$ cat src/core/hdbp_params.svh
/*
  Constants of the half-duplex back-pressure trigger: register map, field
  positions, reset values and duration figures.
  Assumes it is included by bare name into the package and the module.
*/
`ifndef HDBP_PARAMS_SVH
`define HDBP_PARAMS_SVH

// ----------------------------------------------------------------------
// Register map
// ----------------------------------------------------------------------
`define HDBP_ADDR_W          12
`define HDBP_CFG_ADDR        12'h02C
`define HDBP_STATUS_ADDR     12'h100
`define HDBP_CFG_RESET       32'h0000_0000

// ----------------------------------------------------------------------
// Configuration fields
// ----------------------------------------------------------------------
`define HDBP_HI_MSB          23
`define HDBP_HI_LSB          16
`define HDBP_LO_MSB          15
`define HDBP_LO_LSB          8
`define HDBP_DUR_MSB         7
`define HDBP_DUR_LSB         4
`define HDBP_MC_BIT          3
`define HDBP_BC_BIT          2
`define HDBP_OWN_BIT         1
`define HDBP_ANY_BIT         0

// ----------------------------------------------------------------------
// Status fields
// ----------------------------------------------------------------------
`define HDBP_ST_JAM_BIT      0
`define HDBP_ST_REACH_BIT    1
`define HDBP_ST_LEFT_MSB     28
`define HDBP_ST_LEFT_LSB     16

// ----------------------------------------------------------------------
// Timing: durations are counted in ticks of a tenth of a microsecond
// ----------------------------------------------------------------------
`define HDBP_CLK_NS          50
`define HDBP_TICK_NS         100
`define HDBP_UNIT_SHIFT      6
`define HDBP_D0_TENTHS       13'h0032
`define HDBP_D1_TENTHS       13'h0064
`define HDBP_D2_TENTHS       13'h0096
`define HDBP_D3_TENTHS       13'h00FA
`define HDBP_D4_TENTHS       13'h01F4
`define HDBP_D5_TENTHS       13'h03E8
`define HDBP_STEP_TENTHS     13'h01F4
`define HDBP_DF_TENTHS       13'h1770
`define HDBP_SLOW_TENTHS     13'h0016
`define HDBP_CODE_D4         4'h4
`define HDBP_CODE_D5         4'h5

`endif

$ cat src/core/hdbp_pkg.sv
/*
  Types of the half-duplex back-pressure trigger.
  Assumes hdbp_params.svh is on the include path.
*/
package hdbp_pkg;
  `include "hdbp_params.svh"

  typedef enum logic [0:0] {
    HDBP_IDLE = 1'b0,
    HDBP_JAM  = 1'b1
  } hdbp_mode_t;

  typedef struct packed {
    logic [7:0] flow_high_threshold;
    logic [7:0] flow_low_threshold;
    logic [3:0] backpressure_duration_select;
    logic       multicast_trigger_enable;
    logic       broadcast_trigger_enable;
    logic       own_address_trigger_enable;
    logic       any_frame_trigger_enable;
  } hdbp_cfg_t;

  // One-cycle destination decode result of a received frame.
  typedef struct packed {
    logic valid;
    logic multicast;
    logic broadcast;
    logic own_address;
  } hdbp_dest_t;

  typedef struct packed {
    logic [`HDBP_ADDR_W-1:0] paddr;
    logic                    psel;
    logic                    penable;
    logic                    pwrite;
    logic [31:0]             pwdata;
  } hdbp_apb_req_t;

  typedef struct packed {
    hdbp_cfg_t   cfg;
    hdbp_mode_t  mode;
    logic [12:0] tenths;
    logic [7:0]  pre;
    logic        jam;
    logic        pready;
    logic        pslverr;
    logic [31:0] prdata;
  } hdbp_regs_t;
endpackage

$ cat src/core/hdbp_trigger.sv
/*
  Half-duplex back-pressure trigger of the receive flow controller, with its
  configuration and status registers on an APB slave.
  Assumes all inputs are synchronous to i_sys_clk, the destination decode is
  a one-cycle pulse per frame and the receive FIFO level is given in bytes.
*/
// Local design decisions: the address map and the APB interface to the registers.
`timescale 1ns/100ps
`include "hdbp_params.svh"

// Operation
// - Jam timer loads the period chosen by the duration code, config bits 7:4.
// - Duration code is ignored in full duplex.
// - 100 Mbps: 5,10,15,25,50 us; 100..550 us in 50 us steps; Fh 600 us.
// - 10 Mbps: 7.2,12.2,17.2,27.2,52.2; 5h 102.2, 9h 302.2, Bh 402.2, Ch 452.2 us.
// - Multicast enable, bit 3, jams on multicast frames past the threshold.
// - Broadcast enable, bit 2, jams on broadcast frames past the threshold.
// - Own-address enable, bit 1, jams on frames for this device past threshold.
// - Frame-class trigger enables do nothing in full duplex.
// - Threshold counts 64-byte units; each qualifying frame jams for the duration.
// - Any-frame enable, bit 0, overrides the three frame-class enables.
module hdbp_trigger #(
  parameter int P_TICK_CYCLES = `HDBP_TICK_NS / `HDBP_CLK_NS
) (
  input  wire logic                    i_sys_clk,
  input  wire logic                    i_rst_n,
  input  wire hdbp_pkg::hdbp_apb_req_t i_apb,
  output logic [31:0]                  o_prdata,
  output logic                         o_pready,
  output logic                         o_pslverr,
  input  wire logic                    i_full_duplex,
  input  wire logic                    i_speed_100,
  input  wire logic [13:0]             i_rx_fifo_bytes,
  input  wire logic                    i_frame_start,
  input  wire hdbp_pkg::hdbp_dest_t    i_dest,
  output logic                         o_jam
);
  import hdbp_pkg::*;

  // ----------------------------------------------------------------------
  // Duration table
  // ----------------------------------------------------------------------
  function automatic logic [12:0] dur_tenths(input logic [3:0] code, input logic fast);
    logic [12:0] base;
    base = `HDBP_DF_TENTHS;
    case (code)
      4'h0: base = `HDBP_D0_TENTHS;
      4'h1: base = `HDBP_D1_TENTHS;
      4'h2: base = `HDBP_D2_TENTHS;
      4'h3: base = `HDBP_D3_TENTHS;
      4'h4: base = `HDBP_D4_TENTHS;
      4'hF: base = `HDBP_DF_TENTHS;
      default: begin
        base = 13'(`HDBP_D5_TENTHS + 13'(code - `HDBP_CODE_D5) * `HDBP_STEP_TENTHS);
      end
    endcase
    // The slower link needs extra jam time to cover its longer slot.
    return fast ? base : 13'(base + `HDBP_SLOW_TENTHS);
  endfunction

  // ----------------------------------------------------------------------
  // Trigger decision
  // ----------------------------------------------------------------------
  hdbp_regs_t  r_r;
  hdbp_regs_t  r_nxt;
  logic        reached;
  logic        class_hit;
  logic        trigger;
  logic        wr_en;
  logic        rd_setup;
  logic [13:0] level_bytes;

  assign level_bytes = {r_r.cfg.flow_high_threshold, `HDBP_UNIT_SHIFT'(0)};
  assign reached = i_rx_fifo_bytes >= level_bytes;

  always_comb begin
    class_hit = i_dest.valid &
                ((r_r.cfg.multicast_trigger_enable & i_dest.multicast) |
                 (r_r.cfg.broadcast_trigger_enable & i_dest.broadcast) |
                 (r_r.cfg.own_address_trigger_enable & i_dest.own_address));
    if (r_r.cfg.any_frame_trigger_enable) begin
      trigger = i_frame_start;
    end else begin
      trigger = class_hit;
    end
    trigger = trigger & reached & ~i_full_duplex;
  end

  // ----------------------------------------------------------------------
  // APB decode
  // ----------------------------------------------------------------------
  assign wr_en    = i_apb.psel & i_apb.penable & r_r.pready & i_apb.pwrite;
  assign rd_setup = i_apb.psel & ~i_apb.penable;

  // ----------------------------------------------------------------------
  // Next state
  // ----------------------------------------------------------------------
  always_comb begin
    r_nxt = r_r;
    // Answer in the first access cycle: pready is raised at the setup edge.
    r_nxt.pready  = rd_setup;
    r_nxt.pslverr = 1'b0;
    if (rd_setup) begin
      r_nxt.prdata = 32'h0000_0000;
      case (i_apb.paddr)
        `HDBP_CFG_ADDR: begin
          r_nxt.prdata[`HDBP_HI_MSB:`HDBP_HI_LSB]   = r_r.cfg.flow_high_threshold;
          r_nxt.prdata[`HDBP_LO_MSB:`HDBP_LO_LSB]   = r_r.cfg.flow_low_threshold;
          r_nxt.prdata[`HDBP_DUR_MSB:`HDBP_DUR_LSB] = r_r.cfg.backpressure_duration_select;
          r_nxt.prdata[`HDBP_MC_BIT]  = r_r.cfg.multicast_trigger_enable;
          r_nxt.prdata[`HDBP_BC_BIT]  = r_r.cfg.broadcast_trigger_enable;
          r_nxt.prdata[`HDBP_OWN_BIT] = r_r.cfg.own_address_trigger_enable;
          r_nxt.prdata[`HDBP_ANY_BIT] = r_r.cfg.any_frame_trigger_enable;
        end
        `HDBP_STATUS_ADDR: begin
          r_nxt.prdata[`HDBP_ST_JAM_BIT]   = r_r.jam;
          r_nxt.prdata[`HDBP_ST_REACH_BIT] = reached;
          r_nxt.prdata[`HDBP_ST_LEFT_MSB:`HDBP_ST_LEFT_LSB] = r_r.tenths;
        end
        default: begin
          r_nxt.pslverr = 1'b1;
        end
      endcase
    end
    if (wr_en && i_apb.paddr == `HDBP_CFG_ADDR) begin
      r_nxt.cfg.flow_high_threshold = i_apb.pwdata[`HDBP_HI_MSB:`HDBP_HI_LSB];
      r_nxt.cfg.flow_low_threshold  = i_apb.pwdata[`HDBP_LO_MSB:`HDBP_LO_LSB];
      r_nxt.cfg.backpressure_duration_select = i_apb.pwdata[`HDBP_DUR_MSB:`HDBP_DUR_LSB];
      r_nxt.cfg.multicast_trigger_enable   = i_apb.pwdata[`HDBP_MC_BIT];
      r_nxt.cfg.broadcast_trigger_enable   = i_apb.pwdata[`HDBP_BC_BIT];
      r_nxt.cfg.own_address_trigger_enable = i_apb.pwdata[`HDBP_OWN_BIT];
      r_nxt.cfg.any_frame_trigger_enable   = i_apb.pwdata[`HDBP_ANY_BIT];
    end

    // Jam timer. A new qualifying frame restarts the full period.
    case (r_r.mode)
      HDBP_IDLE: begin
        r_nxt.jam = 1'b0;
      end
      HDBP_JAM: begin
        if (r_r.pre == 8'(P_TICK_CYCLES - 1)) begin
          r_nxt.pre = 8'h00;
          if (r_r.tenths == 13'h0001) begin
            r_nxt.tenths = 13'h0000;
            r_nxt.mode   = HDBP_IDLE;
            r_nxt.jam    = 1'b0;
          end else begin
            r_nxt.tenths = r_r.tenths - 13'h0001;
          end
        end else begin
          r_nxt.pre = 8'(r_r.pre + 8'h01);
        end
      end
      default: begin
        r_nxt.mode = HDBP_IDLE;
        r_nxt.jam  = 1'b0;
      end
    endcase
    if (trigger) begin
      r_nxt.mode   = HDBP_JAM;
      r_nxt.jam    = 1'b1;
      r_nxt.pre    = 8'h00;
      r_nxt.tenths = dur_tenths(r_r.cfg.backpressure_duration_select, i_speed_100);
    end
    // Full duplex stops any jam at once; the duration code is then unused.
    if (i_full_duplex) begin
      r_nxt.mode   = HDBP_IDLE;
      r_nxt.jam    = 1'b0;
      r_nxt.tenths = 13'h0000;
      r_nxt.pre    = 8'h00;
    end
  end

  // ----------------------------------------------------------------------
  // State register
  // ----------------------------------------------------------------------
  always_ff @(posedge i_sys_clk) begin
    if (!i_rst_n) begin
      r_r <= '0;
      r_r.cfg <= hdbp_cfg_t'(`HDBP_CFG_RESET);
      r_r.mode <= HDBP_IDLE;
    end else begin
      r_r <= r_nxt;
    end
  end

  assign o_prdata  = r_r.prdata;
  assign o_pready  = r_r.pready;
  assign o_pslverr = r_r.pslverr;
  assign o_jam     = r_r.jam;

  // ----------------------------------------------------------------------
  // Checks
  // ----------------------------------------------------------------------
  a_fdx_no_jam: assert property (@(posedge i_sys_clk) disable iff (!i_rst_n)
    i_full_duplex |=> !o_jam && r_r.tenths == 13'h0000)
    else $error("jam seen after full duplex cycle");

  a_fdx_no_trig: assert property (@(posedge i_sys_clk) disable iff (!i_rst_n)
    i_full_duplex && i_dest.valid && !o_jam |=> !o_jam)
    else $error("frame trigger acted in full duplex");

  a_mcast_trig: assert property (@(posedge i_sys_clk) disable iff (!i_rst_n)
    !i_full_duplex && reached && !r_r.cfg.any_frame_trigger_enable
    && r_r.cfg.multicast_trigger_enable && i_dest.valid && i_dest.multicast
    |=> o_jam)
    else $error("multicast frame did not start jam");

  a_bcast_trig: assert property (@(posedge i_sys_clk) disable iff (!i_rst_n)
    !i_full_duplex && reached && !r_r.cfg.any_frame_trigger_enable
    && r_r.cfg.broadcast_trigger_enable && i_dest.valid && i_dest.broadcast
    |=> o_jam)
    else $error("broadcast frame did not start jam");

  a_own_trig: assert property (@(posedge i_sys_clk) disable iff (!i_rst_n)
    !i_full_duplex && reached && !r_r.cfg.any_frame_trigger_enable
    && r_r.cfg.own_address_trigger_enable && i_dest.valid && i_dest.own_address
    |=> o_jam)
    else $error("own-address frame did not start jam");

  a_any_over: assert property (@(posedge i_sys_clk) disable iff (!i_rst_n)
    !o_jam && r_r.cfg.any_frame_trigger_enable && !i_frame_start && i_dest.valid
    |=> !o_jam)
    else $error("class trigger acted while any-frame mode set");

  a_below_lvl: assert property (@(posedge i_sys_clk) disable iff (!i_rst_n)
    !o_jam && !reached |=> !o_jam)
    else $error("jam started below threshold");

  a_fast_dur: assert property (@(posedge i_sys_clk) disable iff (!i_rst_n)
    trigger && i_speed_100 && r_r.cfg.backpressure_duration_select == `HDBP_CODE_D4
    |=> r_r.tenths == `HDBP_D4_TENTHS)
    else $error("wrong 100 Mbps duration loaded");

  a_slow_dur: assert property (@(posedge i_sys_clk) disable iff (!i_rst_n)
    trigger && !i_speed_100 && r_r.cfg.backpressure_duration_select == 4'h0
    |=> r_r.tenths == 13'(`HDBP_D0_TENTHS + `HDBP_SLOW_TENTHS))
    else $error("wrong 10 Mbps duration loaded");

  a_step_dur: assert property (@(posedge i_sys_clk) disable iff (!i_rst_n)
    trigger && i_speed_100 && r_r.cfg.backpressure_duration_select == 4'hE
    |=> r_r.tenths == 13'h157C)
    else $error("code E duration is not 550 us");

  a_jam_holds: assert property (@(posedge i_sys_clk) disable iff (!i_rst_n)
    o_jam && r_r.tenths > 13'h0001 && !i_full_duplex |=> o_jam)
    else $error("jam ended before its period");

  a_jam_load: assert property (@(posedge i_sys_clk) disable iff (!i_rst_n)
    trigger |=> o_jam && r_r.pre == 8'h00)
    else $error("trigger did not start a fresh jam period");

  a_cfg_write: assert property (@(posedge i_sys_clk) disable iff (!i_rst_n)
    wr_en && i_apb.paddr == `HDBP_CFG_ADDR
    |=> r_r.cfg.backpressure_duration_select == $past(i_apb.pwdata[`HDBP_DUR_MSB:`HDBP_DUR_LSB]))
    else $error("duration code not stored by config write");

  a_jam_ends: assert property (@(posedge i_sys_clk) disable iff (!i_rst_n)
    o_jam && !trigger && r_r.tenths == 13'h0001 && r_r.pre == 8'(P_TICK_CYCLES - 1)
    |=> !o_jam)
    else $error("jam outlived its period");

  a_idle_quiet: assert property (@(posedge i_sys_clk) disable iff (!i_rst_n)
    !o_jam && !trigger |=> !o_jam)
    else $error("jam started without a qualifying frame");

  a_any_frame: assert property (@(posedge i_sys_clk) disable iff (!i_rst_n)
    !i_full_duplex && reached && r_r.cfg.any_frame_trigger_enable && i_frame_start
    |=> o_jam)
    else $error("any-frame mode did not start jam");

  a_fast_last: assert property (@(posedge i_sys_clk) disable iff (!i_rst_n)
    trigger && i_speed_100 && r_r.cfg.backpressure_duration_select == 4'hF
    |=> r_r.tenths == `HDBP_DF_TENTHS)
    else $error("code F duration is not 600 us");

  a_slow_nine: assert property (@(posedge i_sys_clk) disable iff (!i_rst_n)
    trigger && !i_speed_100 && r_r.cfg.backpressure_duration_select == 4'h9
    |=> r_r.tenths == 13'h0BCE)
    else $error("code 9 duration at 10 Mbps is not 302.2 us");

  a_slow_other: assert property (@(posedge i_sys_clk) disable iff (!i_rst_n)
    trigger && !i_speed_100 && r_r.cfg.backpressure_duration_select == 4'h7
    |=> r_r.tenths == 13'h07E6)
    else $error("code 7 duration at 10 Mbps is not 202.2 us");

  // ----------------------------------------------------------------------
  // Bus checks
  // ----------------------------------------------------------------------
  // A master that stretches its setup phase would trip the pulse check; that is intended.
  a_ready_setup: assert property (@(posedge i_sys_clk) disable iff (!i_rst_n)
    i_apb.psel && !i_apb.penable |=> o_pready)
    else $error("no ready in the first access cycle");

  a_ready_pulse: assert property (@(posedge i_sys_clk) disable iff (!i_rst_n)
    o_pready |=> !o_pready)
    else $error("ready held for more than one cycle");

  a_err_ready: assert property (@(posedge i_sys_clk) disable iff (!i_rst_n)
    o_pslverr |-> o_pready)
    else $error("slave error without ready");

  a_err_unmapped: assert property (@(posedge i_sys_clk) disable iff (!i_rst_n)
    i_apb.psel && !i_apb.penable && i_apb.paddr != `HDBP_CFG_ADDR
    && i_apb.paddr != `HDBP_STATUS_ADDR |=> o_pslverr && o_prdata == 32'h0000_0000)
    else $error("unmapped access not refused");
endmodule

$ cat config.mk
export PLATFORM = sky130hd
export DESIGN_NAME = hdbp_trigger
export DESIGN_NICKNAME = d
export VERILOG_FILES = /design/src/core/hdbp_pkg.sv /design/src/core/hdbp_trigger.sv
export VERILOG_INCLUDE_DIRS = /design/src /design/src/core
export SDC_FILE = /design/constraint.sdc
export NUM_CORES = 1
export LEC_CHECK = 0
export BUFFER_PORTS_ARGS = -buffer_cell sky130_fd_sc_hd__buf_2
export CORE_UTILIZATION = 50
export CTS_CLUSTER_DIAMETER = 200
export CTS_CLUSTER_SIZE = 16
export DETAILED_ROUTE_END_ITERATION = 10
export GPL_TIMING_DRIVEN = 0
export PLACE_DENSITY = 0.73
export SYNTH_ARGS = -nofsm -noshare
export SYNTH_HDL_FRONTEND = slang
export SYNTH_SLANG_ARGS = --single-unit
$ cat constraint.sdc
create_clock -name i_sys_clk -period 5.5 [get_ports i_sys_clk]
set_input_delay 0.275 -clock i_sys_clk [delete_from_list [all_inputs] [get_ports i_sys_clk]]
set_output_delay 0.275 -clock i_sys_clk [all_outputs]
set_load 0.005 [all_outputs]
### Word-level counts from Yosys, hierarchy flattened

Cells that the tools add are included.

| word-level totals | value |
|---|---|
| word-level logic and storage cells | 76 |
| output and inout bits | 35 |
| input port bits | 70 |
| flip-flop bits (word level) | 78 |

| cells by class | value |
|---|---|
| muxes and demuxes | 18 |
| bitwise logic cells | 16 |
| reductions and logical operators | 10 |
| order comparisons | 1 |
| eq/ne operators | 11 |
| $add $sub $neg | 5 |
| multipliers | 1 |

Operators with widths:

| cell | count |
|---|---|
| 13-bit one-hot mux with 6 select lines | 1 |
| 13-bit two-way mux | 3 |
| 14-bit two-way mux | 2 |
| 23-bit two-way mux | 1 |
| 22-bit two-way mux | 1 |
| 8-bit one-hot mux with 2 select lines | 1 |
| 14-bit >= comparator | 1 |
| 10-bit by 13-bit adder with 13-bit output (first input constant) | 1 |
| 13-bit by 5-bit adder with 13-bit output (second input constant) | 1 |
| 13-bit by 1-bit equality test with 1-bit output (second input constant) | 1 |
| 13-bit by 7-bit multiplier with 11-bit output (second input constant) | 1 |
| 13-bit by 1-bit subtractor with 13-bit output (second input constant) | 1 |
| 12-bit by 6-bit equality test with 1-bit output (second input constant) | 1 |
| 12-bit by 9-bit equality test with 1-bit output (second input constant) | 1 |
| 1-bit AND | 10 |
| 8-bit by 1-bit adder with 8-bit output (second input constant) | 1 |
| 4-bit by 2-bit equality test with 1-bit output (second input constant) | 2 |
| 8-bit by 1-bit equality test with 1-bit output (second input constant) | 1 |
| 8-bit two-way mux | 1 |
| 3-bit by 2-bit != test with 1-bit output (second input constant) | 2 |
| 2-bit AND reduction | 3 |
| 1-bit two-way mux | 5 |
| 5-bit two-way mux | 1 |
| 4-bit by 3-bit subtractor with 5-bit output (second input constant) | 1 |
| 12 further kinds | 18 |

### Longest topological paths before layout

Gate-level depths: netlist of run 1.

| logic depth | value |
|---|---|
| depth in word-level cells | 11 |
| mapped depth | 21 |

### Worst setup path after synthesis of run 1

OpenSTA, ideal clock, no wires.

| timing | value |
|---|---|
| path kind | register to register |
| start point | register r_r[61] (netlist name) |
| end point | register r_r[55] (netlist name) |
| setup time | 0.125 ns |
| clock period less this slack | 5.006 ns |
| cell stages (with the launch flop) | 21 |
| setup slack | 0.494 ns |
| data arrival time | 4.881 ns |
| cell sequence | dfxtp_1 > inv_1 > ha_1 > buf_2 > nand2b_1 > and2_1 > ha_1 > ha_1 > fa_1 > inv_1 > fa_1 > inv_1 > ha_1 > or2_1 > o22ai_1 > xor2_1 > a31o_1 > mux2i_1 > nand4b_1 > mux2i_1 > o32ai_2 |

| on the way | value |
|---|---|
| longest elaborated chain between the ends | 8 |
| elaborated cells between the ends (all ways) | 14 |
| those cells by class | add/sub (3); mul (1); eq/ne (5); mux (4); reduce/logical (1) |

RTL lines:

| item | RTL line | RTL |
|---|---|---|
| start: declaration | hdbp_trigger.sv:64 | `hdbp_regs_t r_r;` |
| start signal: assignment | hdbp_trigger.sv:183 | `r_r <= r_nxt;` |
| 4-bit by 3-bit subtractor with 5-bit output (no source line) | - |  |
| 13-bit by 7-bit multiplier with 11-bit output (no source line) | - |  |
| 10-bit by 13-bit adder with 13-bit output (no source line) | - |  |
| 13-bit one-hot mux with 6 select lines * | hdbp_trigger.sv:46 | `case (code)` |
| 13-bit two-way mux * | hdbp_trigger.sv:159 | `if (trigger) begin` |
| 13-bit by 5-bit adder with 13-bit output (no source line) | - |  |
| 13-bit two-way mux * | hdbp_trigger.sv:58 | `` return fast ? base : 13'(base + `HDBP_SLOW_TENTHS); `` |
| 23-bit two-way mux * | hdbp_trigger.sv:159 |  |

Every way passes the cells marked *; elsewhere a longest branch is shown, timed or not. The select of a mux whose other input is x is not followed.
A chain may end at the register's enable or synchronous reset.

### Final worst setup path of run 1

Ends and elaborated chain as after synthesis.

==> metrics.log, run 1 <==
[metrics] H-tree depth: 3
[metrics] fraction of synthesized area in multiplexers: 0.0126
[metrics] critical path launch point: r_r[61]$_SDFFE_PN0P_
[metrics] number of buffers inserted during clock tree synthesis: 9
[metrics] clock-pin slew of the registers on the worst-case setup and hold paths: ~0.09 ns
[metrics] average size of a mapped cell: 8.34 um^2
[metrics] post-route setup slack: between 0.2 and 0.25 ns
[metrics] endpoint of the worst register-to-register path: r_r[55]$_SDFFE_PP0P_
[metrics] area enclosed by the die boundary: 0.0116 mm^2
[metrics] simple-gate share of the synthesized area: 0.219
[metrics] utilization of the core after routing: 0.604
[metrics] antenna violations before repair: 0
[metrics] area share of the leading cell type in the synthesized netlist: 0.280
[metrics] Cells after Synth: 669
[metrics] kind of start point of the critical path: flip-flop
[metrics] Max transition margin: 0.0984
[metrics] number of cells on the worst reg-to-reg path: 20
[metrics] cell area power density: 170 mW/mm^2
[metrics] final critical-path share of the clock period: 0.957
[metrics] x dimension of the die: 108 um
[metrics] number of enable-type register cells in the synthesized netlist: 0
[metrics] wire length per cell: about 15 um
[metrics] post-synthesis share of cell area spent on xor and xnor gates: 0.0615
[metrics] most common library cells after synthesis: 91 x sky130_fd_sc_hd__nand2_1, 78 x sky130_fd_sc_hd__dfxtp_1, 46 x sky130_fd_sc_hd__nor2_1
[metrics] type of the worst min-delay path: primary input to flip-flop
[metrics] clock period minus worst slack: approximately 5.3 ns
[metrics] unique cell type count in the Yosys netlist: 73
[metrics] worst hold margin: 0.164 ns
[metrics] Worst Hold End: level_bytes[6]$_SDFFE_PN0P_
[metrics] most repeated cell in the gate-level netlist after synthesis: sky130_fd_sc_hd__nand2_1
[metrics] count of input and output buffers: 93
[metrics] post-synthesis to final-layout area growth: 17.4%
[metrics] worst path required time: 5.74 ns
[metrics] summed instance area of the synthesized netlist: 0.00558 mm^2
[metrics] Crit Reg-Reg Startpoint: r_r[61]$_SDFFE_PN0P_
[metrics] initial drt markers: 219
[metrics] number of global-route vias before repair: 4860
[metrics] clock sinks: 78
[metrics] number of nets with antenna violations after detailed routing: 0
[metrics] Main synth FF type: sky130_fd_sc_hd__dfxtp_1
[metrics] share of synthesized cell area in full adder, half adder and majority cells: 0.131
[metrics] global-route usage over all layers: 0.249
[metrics] cell types occupying the most area after synthesis: sky130_fd_sc_hd__dfxtp_1 28%, sky130_fd_sc_hd__ha_1 9.2%, sky130_fd_sc_hd__nand2_1 6.1%
[metrics] sequential area share after synthesis: 0.280
[metrics] worst ir drop on vdd: 0.000178 V
[metrics] net count of the finished layout: 900
[metrics] Detailed Routing Iterations Pass 1: 7
[metrics] later-pin clock latency in the skew report: 0.35 ns
[metrics] first-pass GRT wire length: 22.7 mm
[metrics] share of layout cells above drive strength 1: 0.243
[metrics] number of pins with negative max-slew slack in the final report: 0
[metrics] largest area contributor in the synthesized netlist: sky130_fd_sc_hd__dfxtp_1
[metrics] Chip Height: 108 um
[metrics] I/O pin cnt: 105
[metrics] Crit. End Element: flip-flop
[metrics] Overflow after GRT: 0
[metrics] worst reg2reg setup slack: 0.24 ns
[metrics] hold path startpoint: i_apb[16]
[metrics] maximum buffer depth of the clock tree: 2
[metrics] Critical Path Fanout Max: 10
[metrics] Starting Density: 0.515
[metrics] final design area excluding fillers: 0.00655 mm^2
[metrics] Final setup viols: 0
[metrics] total number of vias: 5087
[metrics] CTS tree: done
[metrics] vias per inst: 5.51
[metrics] Post-Route Skew: 0.0108 ns
[metrics] Placed Area: ~0.0062 mm^2
[metrics] result of the run: finished, final reports clean
[metrics] number of warnings issued by yosys: 0
[metrics] class of the most critical setup path: flip-flop to flip-flop
[metrics] pin count of the biggest net entering global routing: 15
[metrics] Filler cells: 963
[metrics] arrival time at the worst endpoint: ~5.5 ns
[metrics] weighted congestion at the end of routability-driven global placement: between 0.8 and 0.9
[metrics] slew at the pin closest to its max-slew limit: 1.34 ns
[metrics] fraction of registers with async set or reset after synthesis: 0
[metrics] count of final hold-check violations: 0
[metrics] Cells on Worst Hold Path: 3
[metrics] FMAX: 190 MHz
[metrics] max-capacitance violation count: 0
[metrics] number of synthesized register bits: 78
[metrics] Post-Route Setup TNS: 0 ns
[metrics] number of antenna cells inserted: 0
[metrics] dpl hpwl: 10.9 mm
[metrics] post-place setup slack: -0.176 ns
[metrics] total leakage power: 0.00270 uW
[metrics] compound-cell area share of the yosys netlist: 0.200
[metrics] total wirelength of the detailed-routed design: 13.9 mm
[metrics] library cell used as clock root buffer: sky130_fd_sc_hd__clkbuf_8
[metrics] standard-cell rows: 38
[metrics] area of the placeable core: 0.0108 mm^2
[metrics] combinational family with the most area after synthesis: simple AND/OR/NAND/NOR gates
[metrics] DRC: 0
-- flip-flops by register name, summed over array words and instances, names as in the netlist --
register / flops
r_r: 38
o_prdata: 29
level_bytes: 8
o_jam: 1
o_pready: 1
o_pslverr: 1
-- cells in the final DEF (no fill, tap or decap), types with 4 or more instances in the layout --
master,instances
sky130_fd_sc_hd__a211oi_1,4
sky130_fd_sc_hd__a211oi_2,10
sky130_fd_sc_hd__a21boi_0,43
sky130_fd_sc_hd__a21oi_1,18
sky130_fd_sc_hd__a221oi_1,14
sky130_fd_sc_hd__and3_1,4
sky130_fd_sc_hd__buf_2,96
sky130_fd_sc_hd__buf_4,37
sky130_fd_sc_hd__clkbuf_1,25
sky130_fd_sc_hd__clkbuf_8,10
sky130_fd_sc_hd__dfxtp_1,76
sky130_fd_sc_hd__fa_1,11
sky130_fd_sc_hd__ha_1,40
sky130_fd_sc_hd__inv_1,37
sky130_fd_sc_hd__mux2i_1,5
sky130_fd_sc_hd__nand2_1,91
sky130_fd_sc_hd__nand2b_1,11
sky130_fd_sc_hd__nand3_1,25
sky130_fd_sc_hd__nor2_1,46
sky130_fd_sc_hd__nor2b_1,6
sky130_fd_sc_hd__nor3_1,10
sky130_fd_sc_hd__nor3b_1,12
sky130_fd_sc_hd__nor4_1,6
sky130_fd_sc_hd__o21a_1,4
sky130_fd_sc_hd__o21ai_0,16
sky130_fd_sc_hd__o31ai_1,5
sky130_fd_sc_hd__xnor2_1,19
sky130_fd_sc_hd__xor2_1,12
-- per-stage QoR --
stage               instances  total power (uW)
CTS                       920              1120
finish                    923              1120
global placement          904               666
global route              923              1150
detailed placement        904               668
floorplan                 671               627
-- cell type report --
class | instances | area, um^2 | share of cell area
tap | 140 | 175 | 0.0268
timing repair buffer | 96 | 488 | 0.0745
multi-input combinational | 490 | 3570 | 0.546
clock buffer | 11 | 141 | 0.0216
clock inverter | 5 | 66.3 | 0.0101
buffer | 64 | 384 | 0.0587
sequential | 78 | 1570 | 0.240
inverter | 39 | 150 | 0.0229
-- worst max-delay path: stages, from the launching register on --
cell and delay, ns:
sky130_fd_sc_hd__dfxtp_4 0.43, sky130_fd_sc_hd__clkinvlp_4 0.13, sky130_fd_sc_hd__ha_1 0.20, sky130_fd_sc_hd__clkbuf_4 0.20, sky130_fd_sc_hd__nand2b_1 0.18, sky130_fd_sc_hd__and2_4 0.22, sky130_fd_sc_hd__ha_1 0.33, sky130_fd_sc_hd__ha_1 0.32
sky130_fd_sc_hd__fa_1 0.51, sky130_fd_sc_hd__inv_1 0.05, sky130_fd_sc_hd__fa_1 0.50, sky130_fd_sc_hd__inv_1 0.04, sky130_fd_sc_hd__ha_1 0.25, sky130_fd_sc_hd__or2_1 0.28, sky130_fd_sc_hd__o22ai_2 0.16, sky130_fd_sc_hd__xor2_2 0.29
sky130_fd_sc_hd__a31o_1 0.22, sky130_fd_sc_hd__mux2i_2 0.23, sky130_fd_sc_hd__nand4b_1 0.17, sky130_fd_sc_hd__mux2i_2 0.30, sky130_fd_sc_hd__o32ai_2 0.11
-- worst max path at each step --
stage / end
2_1_floorplan: r_r[55]$_SDFFE_PP0P_
3_3_place_gp: r_r[55]$_SDFFE_PP0P_
3_5_place_dp: r_r[55]$_SDFFE_PP0P_
4_1_cts: r_r[55]$_SDFFE_PP0P_
5_1_grt: r_r[55]$_SDFFE_PP0P_
6_report: r_r[55]$_SDFFE_PP0P_
-- kinds of logic (layout without fill, tap and decap cells) --
kind of cell | count (synthesis) | in the layout
DFF | 78 | 78
buffers and inverters | 103 | 215
adders and majority gates | 52 | 52
other | 1 | 3
xor gates and xnor gates | 36 | 36
and+or+nand+nor | 245 | 245
muxes | 7 | 7
AOI/OAI and AO/OA | 147 | 147
-- where the power goes --
group	switching (uW)	internal, uW
registers	2.33	568
logic	41.7	42.4
clock network	234	228
-- metal layers --
metal,global-route usage,vias up,wire [um]
li1,-,2517,-
met1,0.319,2412,6300
met2,0.431,139,6810
met3,0.0345,19,630
met4,0.0753,0,196
met5,0,-,0
-- timing repair --
action / CTS / global route
hold buffers: 0 / 0
gates cloned: 0 / 0
setup endpoints to repair: 3 / 3
buffers inserted: 0 / 3
gates resized for setup: 6 / 17
pin swaps: 0 / 4
Note: power is estimated with default switching activity, not from simulation.
==> run 2: changes to the inputs <==
Settings changed: PLACE_DENSITY 0.73 to 0.71.
==> run 2 against run 1 <==
  * Via count increased by 0.14%
  * Sequential power about the same
  * Worst setup slack got worse by 0.015 ns
  * Die area unchanged
  * Global-route usage increased by 0.27 points
  * First-iteration DRC count increased by 36%
  * Sequential cell count unchanged
  * Highest routed layer unchanged
  * Cell area decreased by 0.52%
==> metrics.log, run 2 (synthesis results as in run 1) <==
[metrics] result of the run: finished, final reports clean
[metrics] standard-cell rows: 38 (unchanged)
[metrics] first-pass GRT wire length: 22.9 mm (+0.64%)
[metrics] most frequent cells in the layout: 96 x sky130_fd_sc_hd__buf_2, 91 x sky130_fd_sc_hd__nand2_1, 76 x sky130_fd_sc_hd__dfxtp_1
[metrics] worst reg2reg setup slack: 0.22 ns (about the same)
[metrics] uppermost layer routed: met4
[metrics] arrival time at the worst endpoint: 5.52 ns (+0.02 ns)
[metrics] register bank with the most flops: r_r
[metrics] total wirelength of the detailed-routed design: 14.1 mm (+1.3%)
[metrics] net count of the finished layout: 898 (-0.22%)
[metrics] wire length per cell: 15.3 um (+1.6%)
[metrics] quantity of hold-fixing buffers added after cts: 0 (unchanged)
[metrics] number of cells on the worst reg-to-reg path: 20 (unchanged)
[metrics] number of nets with antenna violations after detailed routing: 0 (unchanged)
[metrics] area of the placeable core: 0.0108 mm^2 (unchanged)
[metrics] worst path required time: 5.75 ns (about the same)
[metrics] Chip Height: 108 um (unchanged)
[metrics] clock-pin slew of the registers on the worst-case setup and hold paths: 0.08 ns (about the same)
[metrics] clock period minus worst slack: 5.28 ns (+0.0147 ns)
[metrics] Filler cells: 994 (+3.2%)
[metrics] placed cells: 904 (unchanged)
[metrics] x dimension of the die: 108 um (unchanged)
[metrics] antenna violations before repair: 0 (unchanged)
[metrics] number of global-route vias before repair: 4945 (+1.7%)
[metrics] share of layout cells above drive strength 1: 0.238 (-0.00419)
[metrics] number of antenna cells inserted: 0 (unchanged)
[metrics] later-pin clock latency in the skew report: 0.36 ns (about the same)
[metrics] final critical-path share of the clock period: 0.960 (+0.00268)
[metrics] weighted congestion at the end of routability-driven global placement: 0.863 (-0.36%)
[metrics] global-route usage over all layers: 0.252 (+0.00272)
[metrics] count of input and output buffers: 93 (unchanged)
[metrics] post-synthesis to final-layout area growth: 16.8%
[metrics] cell area power density: 167 mW/mm^2 (-1.8%)
[metrics] Detailed Routing Iterations Pass 1: 6 (-1)
[metrics] total number of vias: 5094 (+0.14%)
[metrics] max-capacitance violation count: 0 (unchanged)
[metrics] maximum buffer depth of the clock tree: 2 (unchanged)
[metrics] Routed met3 length: 623 um (-1.1%)
[metrics] Worst Hold End: level_bytes[7]$_SDFFE_PN0P_
[metrics] H-tree depth: 3 (unchanged)
[metrics] total leakage power: 0.00269 uW (-0.64%)
[metrics] number of buffers inserted during clock tree synthesis: 9 (unchanged)
[metrics] slew at the pin closest to its max-slew limit: 1.29 ns (-0.0507 ns)
[metrics] pin count of the biggest net entering global routing: 14 (-1)
[metrics] Max transition margin: 0.133 (+0.0341)
[metrics] FMAX: 189 MHz (-0.28%)
[metrics] utilization of the core after routing: 0.601 (-0.00312)
[metrics] flip-flop count of the largest register, all copies and words added: 38 (unchanged)
[metrics] CTS tree: done
[metrics] class of the most critical setup path: flip-flop to flip-flop
[metrics] area enclosed by the die boundary: 0.0116 mm^2 (unchanged)
[metrics] Post-Route Skew: 0.0127 ns (+0.00196 ns)
[metrics] Starting Density: 0.515 (unchanged)
[metrics] routed length on met2: 6.90 mm (+1.3%)
[metrics] Overflow after GRT: 0 (unchanged)
[metrics] routed metal-1 wirelength: 6.26 mm (-0.70%)
[metrics] endpoint of the worst register-to-register path: r_r[55]$_SDFFE_PP0P_
[metrics] dpl hpwl: 11.1 mm (+2.3%)
[metrics] number of pins with negative max-slew slack in the final report: 0 (unchanged)
[metrics] worst ir drop on vdd: 0.000136 V (-24%)
[metrics] hold path startpoint: i_apb[17]
[metrics] I/O pin cnt: 105 (unchanged)
[metrics] Crit Reg-Reg Startpoint: r_r[61]$_SDFFE_PN0P_
[metrics] Crit. End Element: flip-flop
[metrics] DRC: 0 (unchanged)
[metrics] initial drt markers: 297 (+36%)
[metrics] type of the worst min-delay path: primary input to flip-flop
[metrics] kind of start point of the critical path: flip-flop
[metrics] Critical Path Fanout Max: 10 (unchanged)
[metrics] vias per inst: 5.54 (+0.46%)
[metrics] number of non-filler instances in the completed layout: 920 (-0.33%)
[metrics] library cell used as clock root buffer: sky130_fd_sc_hd__clkbuf_8
[metrics] Final setup viols: 0 (unchanged)
[metrics] commonest non-fill, non-tap cell in the layout: sky130_fd_sc_hd__buf_2
[metrics] clock sinks: 78 (unchanged)
[metrics] count of final hold-check violations: 0 (unchanged)
[metrics] Cells on Worst Hold Path: 3 (unchanged)
[run 2: cell types whose count changed in the layout (fill, tap and decap cells not counted), sizes merged]
cell | before | now
buf | 134 | 133
clkinvlp | 2 | 0
clkinv | 1 | 2
clkbuf | 37 | 36
[run 2: worst max-delay path, cell delays in order, from the launching register on]
cell and delay [ns]:
sky130_fd_sc_hd__dfxtp_2 0.45, sky130_fd_sc_hd__inv_2 0.11, sky130_fd_sc_hd__ha_1 0.21, sky130_fd_sc_hd__buf_4 0.18, sky130_fd_sc_hd__xnor2_4 0.20, sky130_fd_sc_hd__inv_1 0.11
sky130_fd_sc_hd__fa_1 0.52, sky130_fd_sc_hd__inv_1 0.05, sky130_fd_sc_hd__ha_1 0.27, sky130_fd_sc_hd__inv_1 0.05, sky130_fd_sc_hd__fa_1 0.50, sky130_fd_sc_hd__fa_1 0.52
sky130_fd_sc_hd__inv_1 0.05, sky130_fd_sc_hd__ha_1 0.27, sky130_fd_sc_hd__or3_1 0.43, sky130_fd_sc_hd__o221ai_4 0.23, sky130_fd_sc_hd__a31o_1 0.16, sky130_fd_sc_hd__mux2i_2 0.25
sky130_fd_sc_hd__nand4b_1 0.18, sky130_fd_sc_hd__mux2i_2 0.31, sky130_fd_sc_hd__o32ai_2 0.10
[run 2: routing by layer]
metal,vias to the layer above,GRT usage
li1,2509,-
met1,2411,0.311
met2,143,0.435
met3,31,0.0357
met4,0,0.106
met5,-,0
[run 2: worst max path at each step]
stage | from | endpoint | slack [ns]
final | r_r[61]$_SDFFE_PN0P_ | r_r[55]$_SDFFE_PP0P_ | 0.22
after global routing | r_r[61]$_SDFFE_PN0P_ | r_r[55]$_SDFFE_PP0P_ | -0.0002
after CTS | r_r[61]$_SDFFE_PN0P_ | r_r[55]$_SDFFE_PP0P_ | 0.02
after detailed placement | r_r[61]$_SDFFE_PN0P_ | r_r[55]$_SDFFE_PP0P_ | -0.28
after global placement | r_r[61]$_SDFFE_PN0P_ | r_r[55]$_SDFFE_PP0P_ | -0.09
after floorplan | r_r[61]$_SDFFE_PN0P_ | r_r[55]$_SDFFE_PP0P_ | 0.49
[run 2: report_power, final]
group,switching [uW],internal (uW),total [uW],leakage (uW)
registers,2.21,568,571,0.000631
clock network,213,223,436,0.000100
logic,41.6,42.4,84.0,0.00196
[run 2: timing repair]
| action | in CTS | in global routing |
|---|---|---|
| setup buffers | 0 | 1 |
| pin swaps | 0 | 3 |
| endpoints found under the setup margin | 3 | 3 |
| gates resized for setup | 6 | 16 |
[run 2: through the flow]
stage / setup TNS [ns] / setup WS [ns] / power, uW / area (um^2) / hold slack [ns]
final: 0 / 0.223 / 1090 / 6510 / 0.161
after global routing: -0.000239 / -0.000239 / 1130 / 6510 / 0.169
after CTS: 0 / 0.0227 / 1090 / 6450 / 0.155
after global placement: -0.0900 / -0.0900 / 666 / 6230 / 0.451
after detailed placement: -0.468 / -0.280 / 668 / 6230 / 0.459
after floorplan: 0 / 0.494 / 627 / 5590 / 0.420
[run 2: area by class of cell]
| cell class | instances | area (um^2) | share of cell area |
|---|---|---|---|
| tap | 140 | 175 | 0.0269 |
| clock inverter | 4 | 56.3 | 0.00864 |
| clock buffer | 11 | 141 | 0.0217 |
| multi-input combinational | 490 | 3570 | 0.548 |
| sequential | 78 | 1570 | 0.240 |
| buffer | 64 | 384 | 0.0590 |
| inverter | 39 | 146 | 0.0225 |
| timing repair buffer | 94 | 473 | 0.0726 |
